File: src/shared/fieldbus_master_watchdog_cfg.svh
`ifndef FIELDBUS_MASTER_WATCHDOG_CFG_SVH
`define FIELDBUS_MASTER_WATCHDOG_CFG_SVH

// Core clock period in ns (50 MHz)
`define CORE_CLK_PERIOD_NS 20
// One millisecond in ns, the tick of all supervision timing
`define MS_TIME_NS 1000000
// Cycles per millisecond tick, derived from the clock period
`define MS_CYCLES (`MS_TIME_NS / `CORE_CLK_PERIOD_NS)
// Off delay of the communication warning, in seconds as printed
`define WARN_HOLD_S 2
// Off delay expressed in millisecond ticks
`define WARN_HOLD_MS (`WARN_HOLD_S * 1000)
// Width of the interval setting in ms and of the timers
`define TIMER_W 16
// Reset values
`define TIMER_RST 16'h0000

`endif

File: src/shared/fieldbus_master_watchdog_pkg.sv
`include "fieldbus_master_watchdog_cfg.svh"

package fieldbus_master_watchdog_pkg;

	// Supervision phases: disarmed, watching, timed out
	typedef enum logic [1:0] {
		SUP_IDLE,
		SUP_WATCH,
		SUP_FAULT
	} sup_state_t;

	typedef logic [`TIMER_W-1:0] timer_t;

	// Saturating increment so long silences never wrap to a small count
	function automatic timer_t sat_inc(input timer_t val);
		timer_t res;
		res = val;
		if (val != {`TIMER_W{1'b1}}) begin
			res = val + timer_t'(1);
		end
		return res;
	endfunction : sat_inc

endpackage : fieldbus_master_watchdog_pkg

File: src/logic/warn_hold_timer.sv
`timescale 1ns/100ps
`include "fieldbus_master_watchdog_cfg.svh"

module warn_hold_timer
	import fieldbus_master_watchdog_pkg::*;
#(
	parameter int unsigned HOLD_MS = `WARN_HOLD_MS
) (
	// Clock and reset
	input wire logic core_clk,
	input wire logic rst_b,
	// Timing and control
	input wire logic tick_ms,
	input wire logic cause,
	input wire logic clear,
	// Held warning
	output logic warn
);

	logic warn_reg;
	timer_t hold_cnt_reg;

	assign warn = warn_reg;

	// Count whole ticks after the cause drops; one extra tick covers
	// the partial first millisecond so the hold is never short
	always_ff @(posedge core_clk) begin
		if (!rst_b || clear) begin
			warn_reg <= 1'b0;
			hold_cnt_reg <= `TIMER_RST;
		end else if (cause) begin
			warn_reg <= 1'b1;
			hold_cnt_reg <= `TIMER_RST;
		end else if (warn_reg && tick_ms) begin
			if (hold_cnt_reg == timer_t'(HOLD_MS)) begin
				warn_reg <= 1'b0;
			end else begin
				hold_cnt_reg <= sat_inc(hold_cnt_reg);
			end
		end
	end

	// The warning may not drop while the hold count is still short
	a_hold_keeps_warn: assert property (
		@(posedge core_clk) disable iff (!rst_b)
		(warn_reg && !cause && !clear && hold_cnt_reg < timer_t'(HOLD_MS))
		|=> warn_reg)
		else $error("warning dropped before hold time");

	// Once the hold count is full the next tick must release it
	a_hold_release: assert property (
		@(posedge core_clk) disable iff (!rst_b)
		(warn_reg && !cause && !clear && tick_ms &&
		hold_cnt_reg == timer_t'(HOLD_MS)) |=> !warn_reg)
		else $error("warning not released after hold time");

endmodule : warn_hold_timer

File: src/logic/fieldbus_master_watchdog.sv
`timescale 1ns/100ps
`include "fieldbus_master_watchdog_cfg.svh"

module fieldbus_master_watchdog
	import fieldbus_master_watchdog_pkg::*;
#(
	parameter int unsigned MS_CYCLES = `MS_CYCLES,
	parameter int unsigned HOLD_MS = `WARN_HOLD_MS
) (
	// Clock and reset
	input wire logic core_clk,
	input wire logic rst_b,
	// Configuration, interval in ms
	input wire logic [`TIMER_W-1:0] comm_supervision_interval,
	// Process-data exchange from the fieldbus side
	input wire logic xchg_strobe,
	input wire logic xchg_ok,
	input wire logic xchg_data_valid,
	// Towards the drive control state machine
	output logic drive_inhibit_req,
	// Status
	output logic comm_warning,
	output logic comm_fault,
	output logic sup_armed
);

	sup_state_t state_reg;
	sup_state_t state_next;
	timer_t elapsed_reg;
	timer_t elapsed_inc;
	logic [15:0] pre_reg;
	logic tick_ms;
	logic good_xchg;
	logic sup_off;
	logic timeout;
	logic force_reg;

	// Only an error-free exchange carrying valid master data counts;
	// a stopped master marks its outputs invalid
	assign good_xchg = xchg_strobe && xchg_ok && xchg_data_valid;
	assign sup_off = (comm_supervision_interval == `TIMER_RST);
	assign elapsed_inc = sat_inc(elapsed_reg);
	assign tick_ms = (pre_reg == 16'(MS_CYCLES - 1));

	// Window expires at the tick that reaches the interval; >= also
	// catches an interval lowered below the running count
	assign timeout = tick_ms && !good_xchg &&
		(elapsed_inc >= comm_supervision_interval);

	// Free running millisecond prescaler shared by both timers
	always_ff @(posedge core_clk) begin
		if (!rst_b || tick_ms) begin
			pre_reg <= 16'h0000;
		end else begin
			pre_reg <= pre_reg + 16'h0001;
		end
	end

	// Supervision phase selection
	always_comb begin
		state_next = state_reg;
		case (state_reg)
			SUP_IDLE: begin
				if (!sup_off && good_xchg) begin
					state_next = SUP_WATCH;
				end
			end
			SUP_WATCH: begin
				if (sup_off) begin
					state_next = SUP_IDLE;
				end else if (timeout) begin
					state_next = SUP_FAULT;
				end
			end
			SUP_FAULT: begin
				if (sup_off) begin
					state_next = SUP_IDLE;
				end else if (good_xchg) begin
					state_next = SUP_WATCH;
				end
			end
			default: begin
				state_next = SUP_IDLE;
			end
		endcase
	end

	always_ff @(posedge core_clk) begin
		if (!rst_b) begin
			state_reg <= SUP_IDLE;
		end else begin
			state_reg <= state_next;
		end
	end

	// Time since the last good exchange, in ms ticks
	always_ff @(posedge core_clk) begin
		if (!rst_b || sup_off || state_reg == SUP_IDLE) begin
			elapsed_reg <= `TIMER_RST;
		end else if (good_xchg) begin
			elapsed_reg <= `TIMER_RST;
		end else if (tick_ms) begin
			elapsed_reg <= elapsed_inc;
		end
	end

	// One request per timeout; the drive logic latches the inhibit
	// itself, so repeating it every cycle would add nothing
	always_ff @(posedge core_clk) begin
		if (!rst_b) begin
			force_reg <= 1'b0;
		end else begin
			force_reg <= (state_reg == SUP_WATCH) && !sup_off && timeout;
		end
	end

	// Warning follows the fault and lingers for diagnostics
	warn_hold_timer #(
		.HOLD_MS(HOLD_MS)
	) u_warn_hold (
		.core_clk(core_clk),
		.rst_b(rst_b),
		.tick_ms(tick_ms),
		.cause(state_reg == SUP_FAULT),
		.clear(sup_off),
		.warn(comm_warning)
	);

	// Fault and armed status decode straight from the phase register; the inhibit request is force_reg
	assign drive_inhibit_req = force_reg;
	assign comm_fault = (state_reg == SUP_FAULT);
	assign sup_armed = (state_reg != SUP_IDLE);

	// Nothing but a good exchange may arm the supervision
	a_arm_on_good: assert property (
		@(posedge core_clk) disable iff (!rst_b)
		(state_reg == SUP_IDLE && !good_xchg) |=> state_reg == SUP_IDLE)
		else $error("supervision armed without a good exchange");

	// While disarmed the block stays silent towards the drive
	a_idle_quiet: assert property (
		@(posedge core_clk) disable iff (!rst_b)
		!sup_armed |-> (!comm_fault && !drive_inhibit_req && !comm_warning))
		else $error("output active while supervision disarmed");

	// Once armed, only a zero interval disarms again
	a_armed_stays: assert property (
		@(posedge core_clk) disable iff (!rst_b)
		(sup_armed && !sup_off) |=> sup_armed)
		else $error("supervision disarmed without a zero interval");

	// A timeout never comes before the window has run out
	a_early_trip: assert property (
		@(posedge core_clk) disable iff (!rst_b)
		force_reg |-> $past(elapsed_inc) >= $past(comm_supervision_interval))
		else $error("timeout raised before the interval elapsed");

	// Timeout: inhibit pulse and fault at once, warning one edge later
	a_timeout_force: assert property (
		@(posedge core_clk) disable iff (!rst_b)
		(state_reg == SUP_WATCH && !sup_off && timeout)
		|=> (state_reg == SUP_FAULT && drive_inhibit_req)
		##1 comm_warning)
		else $error("timeout did not force inhibit and warning");

	// The inhibit request is a single pulse per timeout
	a_inhibit_pulse: assert property (
		@(posedge core_clk) disable iff (!rst_b)
		drive_inhibit_req |=> !drive_inhibit_req)
		else $error("inhibit request longer than one cycle");

	// A standing fault raises no further inhibit requests
	a_fault_no_repeat: assert property (
		@(posedge core_clk) disable iff (!rst_b)
		(comm_fault && !good_xchg && !sup_off)
		|=> (comm_fault && !drive_inhibit_req))
		else $error("inhibit repeated during a standing fault");

	// A standing fault keeps the warning up
	a_fault_warns: assert property (
		@(posedge core_clk) disable iff (!rst_b)
		(comm_fault && !sup_off) |=> comm_warning)
		else $error("fault present without a warning");

	// A zero interval clears everything within one edge
	a_zero_disables: assert property (
		@(posedge core_clk) disable iff (!rst_b)
		sup_off |=> (state_reg == SUP_IDLE && !drive_inhibit_req &&
		!comm_warning))
		else $error("supervision active with zero interval");

	// Invalid or erroneous data must not restart the window
	a_invalid_ignored: assert property (
		@(posedge core_clk) disable iff (!rst_b)
		(state_reg == SUP_WATCH && !sup_off && !good_xchg &&
		elapsed_reg != `TIMER_RST) |=> elapsed_reg != `TIMER_RST)
		else $error("invalid data restarted the window");

	// A good exchange restarts the window and ends a fault
	a_good_restart: assert property (
		@(posedge core_clk) disable iff (!rst_b)
		(good_xchg && !sup_off) |=> (elapsed_reg == `TIMER_RST &&
		state_reg == SUP_WATCH))
		else $error("good exchange did not restart the timer");

	// Main scenarios: arm, timeout, recovery, warning expiry, disable
	c_arm: cover property (@(posedge core_clk) disable iff (!rst_b)
		$rose(sup_armed));
	c_timeout: cover property (@(posedge core_clk) disable iff (!rst_b)
		drive_inhibit_req);
	c_recover: cover property (@(posedge core_clk) disable iff (!rst_b)
		state_reg == SUP_FAULT ##1 state_reg == SUP_WATCH);
	c_warn_off: cover property (@(posedge core_clk) disable iff (!rst_b)
		$fell(comm_warning) && !sup_off);
	c_disable: cover property (@(posedge core_clk) disable iff (!rst_b)
		$fell(sup_armed));

endmodule : fieldbus_master_watchdog

File: config.mk
export PLATFORM = sky130hd
export DESIGN_NAME = fieldbus_master_watchdog
export DESIGN_NICKNAME = d
export VERILOG_FILES = /design/src/shared/fieldbus_master_watchdog_pkg.sv /design/src/logic/warn_hold_timer.sv /design/src/logic/fieldbus_master_watchdog.sv
export VERILOG_INCLUDE_DIRS = /design/src /design/src/shared
export SDC_FILE = /design/constraint.sdc
export NUM_CORES = 1
export LEC_CHECK = 0
export ABC_CLOCK_PERIOD_IN_PS = 3000
export BUFFER_PORTS_ARGS = -buffer_cell sky130_fd_sc_hd__buf_4
export CORE_MARGIN = 2
export CORE_UTILIZATION = 50
export CTS_CLUSTER_DIAMETER = 120
export DETAILED_ROUTE_END_ITERATION = 10
export GPL_TIMING_DRIVEN = 0
export PLACE_DENSITY = 0.81
export SLEW_MARGIN = 10
export SYNTH_ARGS = -nofsm -noshare
export SYNTH_HDL_FRONTEND = slang
export SYNTH_SLANG_ARGS = --single-unit
File: constraint.sdc
create_clock -name core_clk -period 3 [get_ports core_clk]
set_input_delay 0.3 -clock core_clk [delete_from_list [all_inputs] [get_ports core_clk]]
set_output_delay 0.3 -clock core_clk [all_outputs]
set_load 0.02 [all_outputs]
==> run_results.csv <==
group,metric,value,unit
run_status,status,"complete, no violations",
setup_path,reg2regPathDepth,12,
route,dr_total_vias,2818,
die,core_area,5890,um^2
route,route.detailed.drc,0,
clock_tree,clk_latency,0.31,ns
yosys,synthesis.nets,415,
yosys,yosys.area_share.simple,0.304,
setup_path,critPathKind,"reg2reg",
flow_run,maxCapViolations,0,
yosys,synthMuxAreaShare,0.00699,
yosys,synth_top_family_by_area,"simple AND/OR/NAND/NOR gates",
sta,setup_tns,0,ns
cells_and_area,syn2layout_area_growth,22.2,%
sta,worst_pin_slew,0.521,ns
route,dr.pass1.iters,4,
yosys,yosys-top-cells-count,"52 x dfxtp_1, 48 x nor2_1, 28 x nand2_1",
power,p_leak,1.48,nW
sta,rsz0062_at_grt,"true",
sta,finalSetupViolations,0,
place,port_buffers,24,
global_route,antenna_found_initial,0,
route,vias_per_cell,5.73,
clock_tree,cts_sinks,52,
setup_path,reg2reg_to,"state_reg[0]$_SDFFE_PN0P_",
yosys,synthCells,374,
yosys,synth-xor-area-share,0.132,
global_route,grt_max_degree,18,
cells_and_area,drive_above_1_share,0.209,
sta,whs,0.264,ns
yosys,yosys-top-cells-area,"dfxtp_1 34%, ha_1 8.2%, xnor2_1 7.8%",
setup_path,crit_fanout,6,
clock_tree,clk_path_buf_depth,2,
cells_and_area,final_cell_count_no_fill,492,
die,fp.dieArea,6720,um^2
yosys,synth-compound-area-share,0.0909,
global_route,grt_pass1_wl,11.5,mm
global_route,grt_pass1_vias,2629,
min_path,hp-class,"in2reg",
yosys,netlist_area,3040,um^2
sta,finalCritPeriodShare,0.998,
setup_path,crit_path_end_kind,"flip-flop",
die,die_x,82.0,um
min_path,hold_path_end,"pre_reg[2]$_SDFF_PP0_",
min_path,min_path_cells,2,
clock_tree,cts_root_buf,"clkbuf_8",
setup_path,crit_path_start_kind,"flip-flop",
sta,timing.slew.headroom,0.650,
power,p_total,1.26,mW
clock_tree,path_clk_slew,0.10,ns
clock_tree,numCtsBuffers,5,
sta,hold_violations,0,
yosys,synth.avg_cell_area,8.13,um^2
cells_and_area,antennaDiodeCount,0,
die,initial_utilization,0.517,
yosys,synth_top_area_cell,"dfxtp_1",
setup_path,arrival,3.23,ns
yosys,ys.flop_type,"dfxtp_1",
die,die_y,82.0,um
yosys,synth_edf_count,0,
global_route,grtUsageTotal,0.214,
place,gp_congestion,0.882,
cells_and_area,fillers,483,
yosys,netlist.area_leader.share,0.342,
yosys,async_flop_share,0,
setup_path,worstPathRequired,3.23,ns
min_path,worstHoldStart,"rst_b",
setup_path,r2r_slack,0.005,ns
yosys,seq_area_frac_synth,0.342,
yosys,yosys_warnings,0,
power,power.density,338,nW/um^2
power,vdd.ir_drop.worst,0.000254,V
place,dp_cells,473,
clock_tree,cts_tree,"yes",
clock_tree,ctsHoldBuffers,0,
sta,fmax,334,MHz
die,rows,28,
sta,finalMaxSlewViolations,0,
yosys,ys_types,43,
cells_and_area,post-route-util,0.632,
sta,post-route-min-period,3.00,ns
die,ios,25,
sta,clock_skew,0.00970,ns
clock_tree,h-tree-depth,2,
route,ant_nets,0,
route,routed_wl,7.09,mm
global_route,grt_remaining_overflow,0,
place,dp_hpwl,4.83,mm
cells_and_area,fin_nets,457,
route,drt_iter0_drc,179,
route,routedWlPerCell,14.4,um
yosys,synth_most_common_cell,"dfxtp_1",
yosys,synth-seq-cells,52,
yosys,synth_fa_ha_area_frac,0.0823,
setup_path,r2r_start,"elapsed_reg[4]$_SDFFE_PP0N_",
## cell usage in the layout (no fill, tap or decap), drive strengths merged, types with 2 or more instances in the layout
cell type,n
a21oi,15
a221oi,2
a311oi,2
a31oi,2
and2,6
and3,15
and4,5
buf,40
clkbuf,9
dfxtp,52
ha,20
inv,24
nand2,28
nand2b,2
nand3,27
nand4,13
nor2,48
nor2b,4
nor3,11
nor4,13
o21a,2
o21ai,10
o311ai,2
or3,5
xnor2,27
xor2,19
## per-stage QoR
step / setup slack (ns) / instance area (um^2)
after global placement: -0.404 / 3320
final: 0.00493 / 3720
after global routing: -0.140 / 3720
after CTS: 0.00711 / 3600
after detailed placement: -0.490 / 3320
after floorplan: 0.0525 / 3050
## area by class of cell
class	instances	area, um^2	share of cell area
plain buffers	7	30.0	0.00808
clock buffers	5	68.8	0.0185
clock inverters	3	46.3	0.0125
inverters	23	86.3	0.0232
multi-input cells	290	2040	0.549
flip-flops and latches	52	1060	0.285
well taps	75	93.8	0.0252
repair buffers	37	289	0.0778
## logic make-up after synthesis
family,count (synthesis)
xor+xnor,46
buf+inv,32
compound gates,41
flops,52
simple gates,181
fa+ha+maj,20
mux,2
## worst max path at each step
stage	slack (ns)	cells after the start	start	end
2_1_floorplan	0.05	12	elapsed_reg[0]$_SDFFE_PP0N_	state_reg[0]$_SDFFE_PN0P_
3_3_place_gp	-0.40	12	elapsed_reg[0]$_SDFFE_PP0N_	state_reg[0]$_SDFFE_PN0P_
3_5_place_dp	-0.49	12	elapsed_reg[0]$_SDFFE_PP0N_	state_reg[0]$_SDFFE_PN0P_
4_1_cts	0.007	14	elapsed_reg[3]$_SDFFE_PP0N_	state_reg[0]$_SDFFE_PN0P_
5_1_grt	-0.14	13	elapsed_reg[4]$_SDFFE_PP0N_	state_reg[0]$_SDFFE_PN0P_
6_report	0.005	12	elapsed_reg[4]$_SDFFE_PP0N_	state_reg[0]$_SDFFE_PN0P_
## worst max-delay path, cell delays in order, from the launching register on
cell      delay [ns]
dfxtp_4         0.39
nand4_1         0.21
nor3_4          0.35
buf_6           0.15
nand3_4         0.08
mux2_4          0.33
ha_4            0.21
nor2b_1         0.12
o211a_1         0.24
o311ai_4        0.24
nand3_2         0.13
a21bo_2         0.24
a221oi_2        0.22
## routing by layer
| layer | track usage | wire (um) |
|---|---|---|
| met5 | 0 | 0 |
| met4 | 0.0517 | 74 |
| met3 | 0.0407 | 309 |
| met2 | 0.366 | 3390 |
| met1 | 0.278 | 3320 |
## report_power, final
| group | switching (mW) | total [mW] | internal, mW |
|---|---|---|---|
| clock network | 0.240 | 0.493 | 0.253 |
| registers | 0.00374 | 0.694 | 0.690 |
| logic | 0.0370 | 0.0703 | 0.0332 |
## what timing repair did
| action | in CTS | in global routing |
|---|---|---|
| endpoints found under the setup margin | 3 | 3 |
| resized for setup | 29 | 21 |
| pin swaps | 11 | 22 |
| cloned | 0 | 0 |
| setup buffers | 9 | 4 |
(Power assumes the default switching activity.)
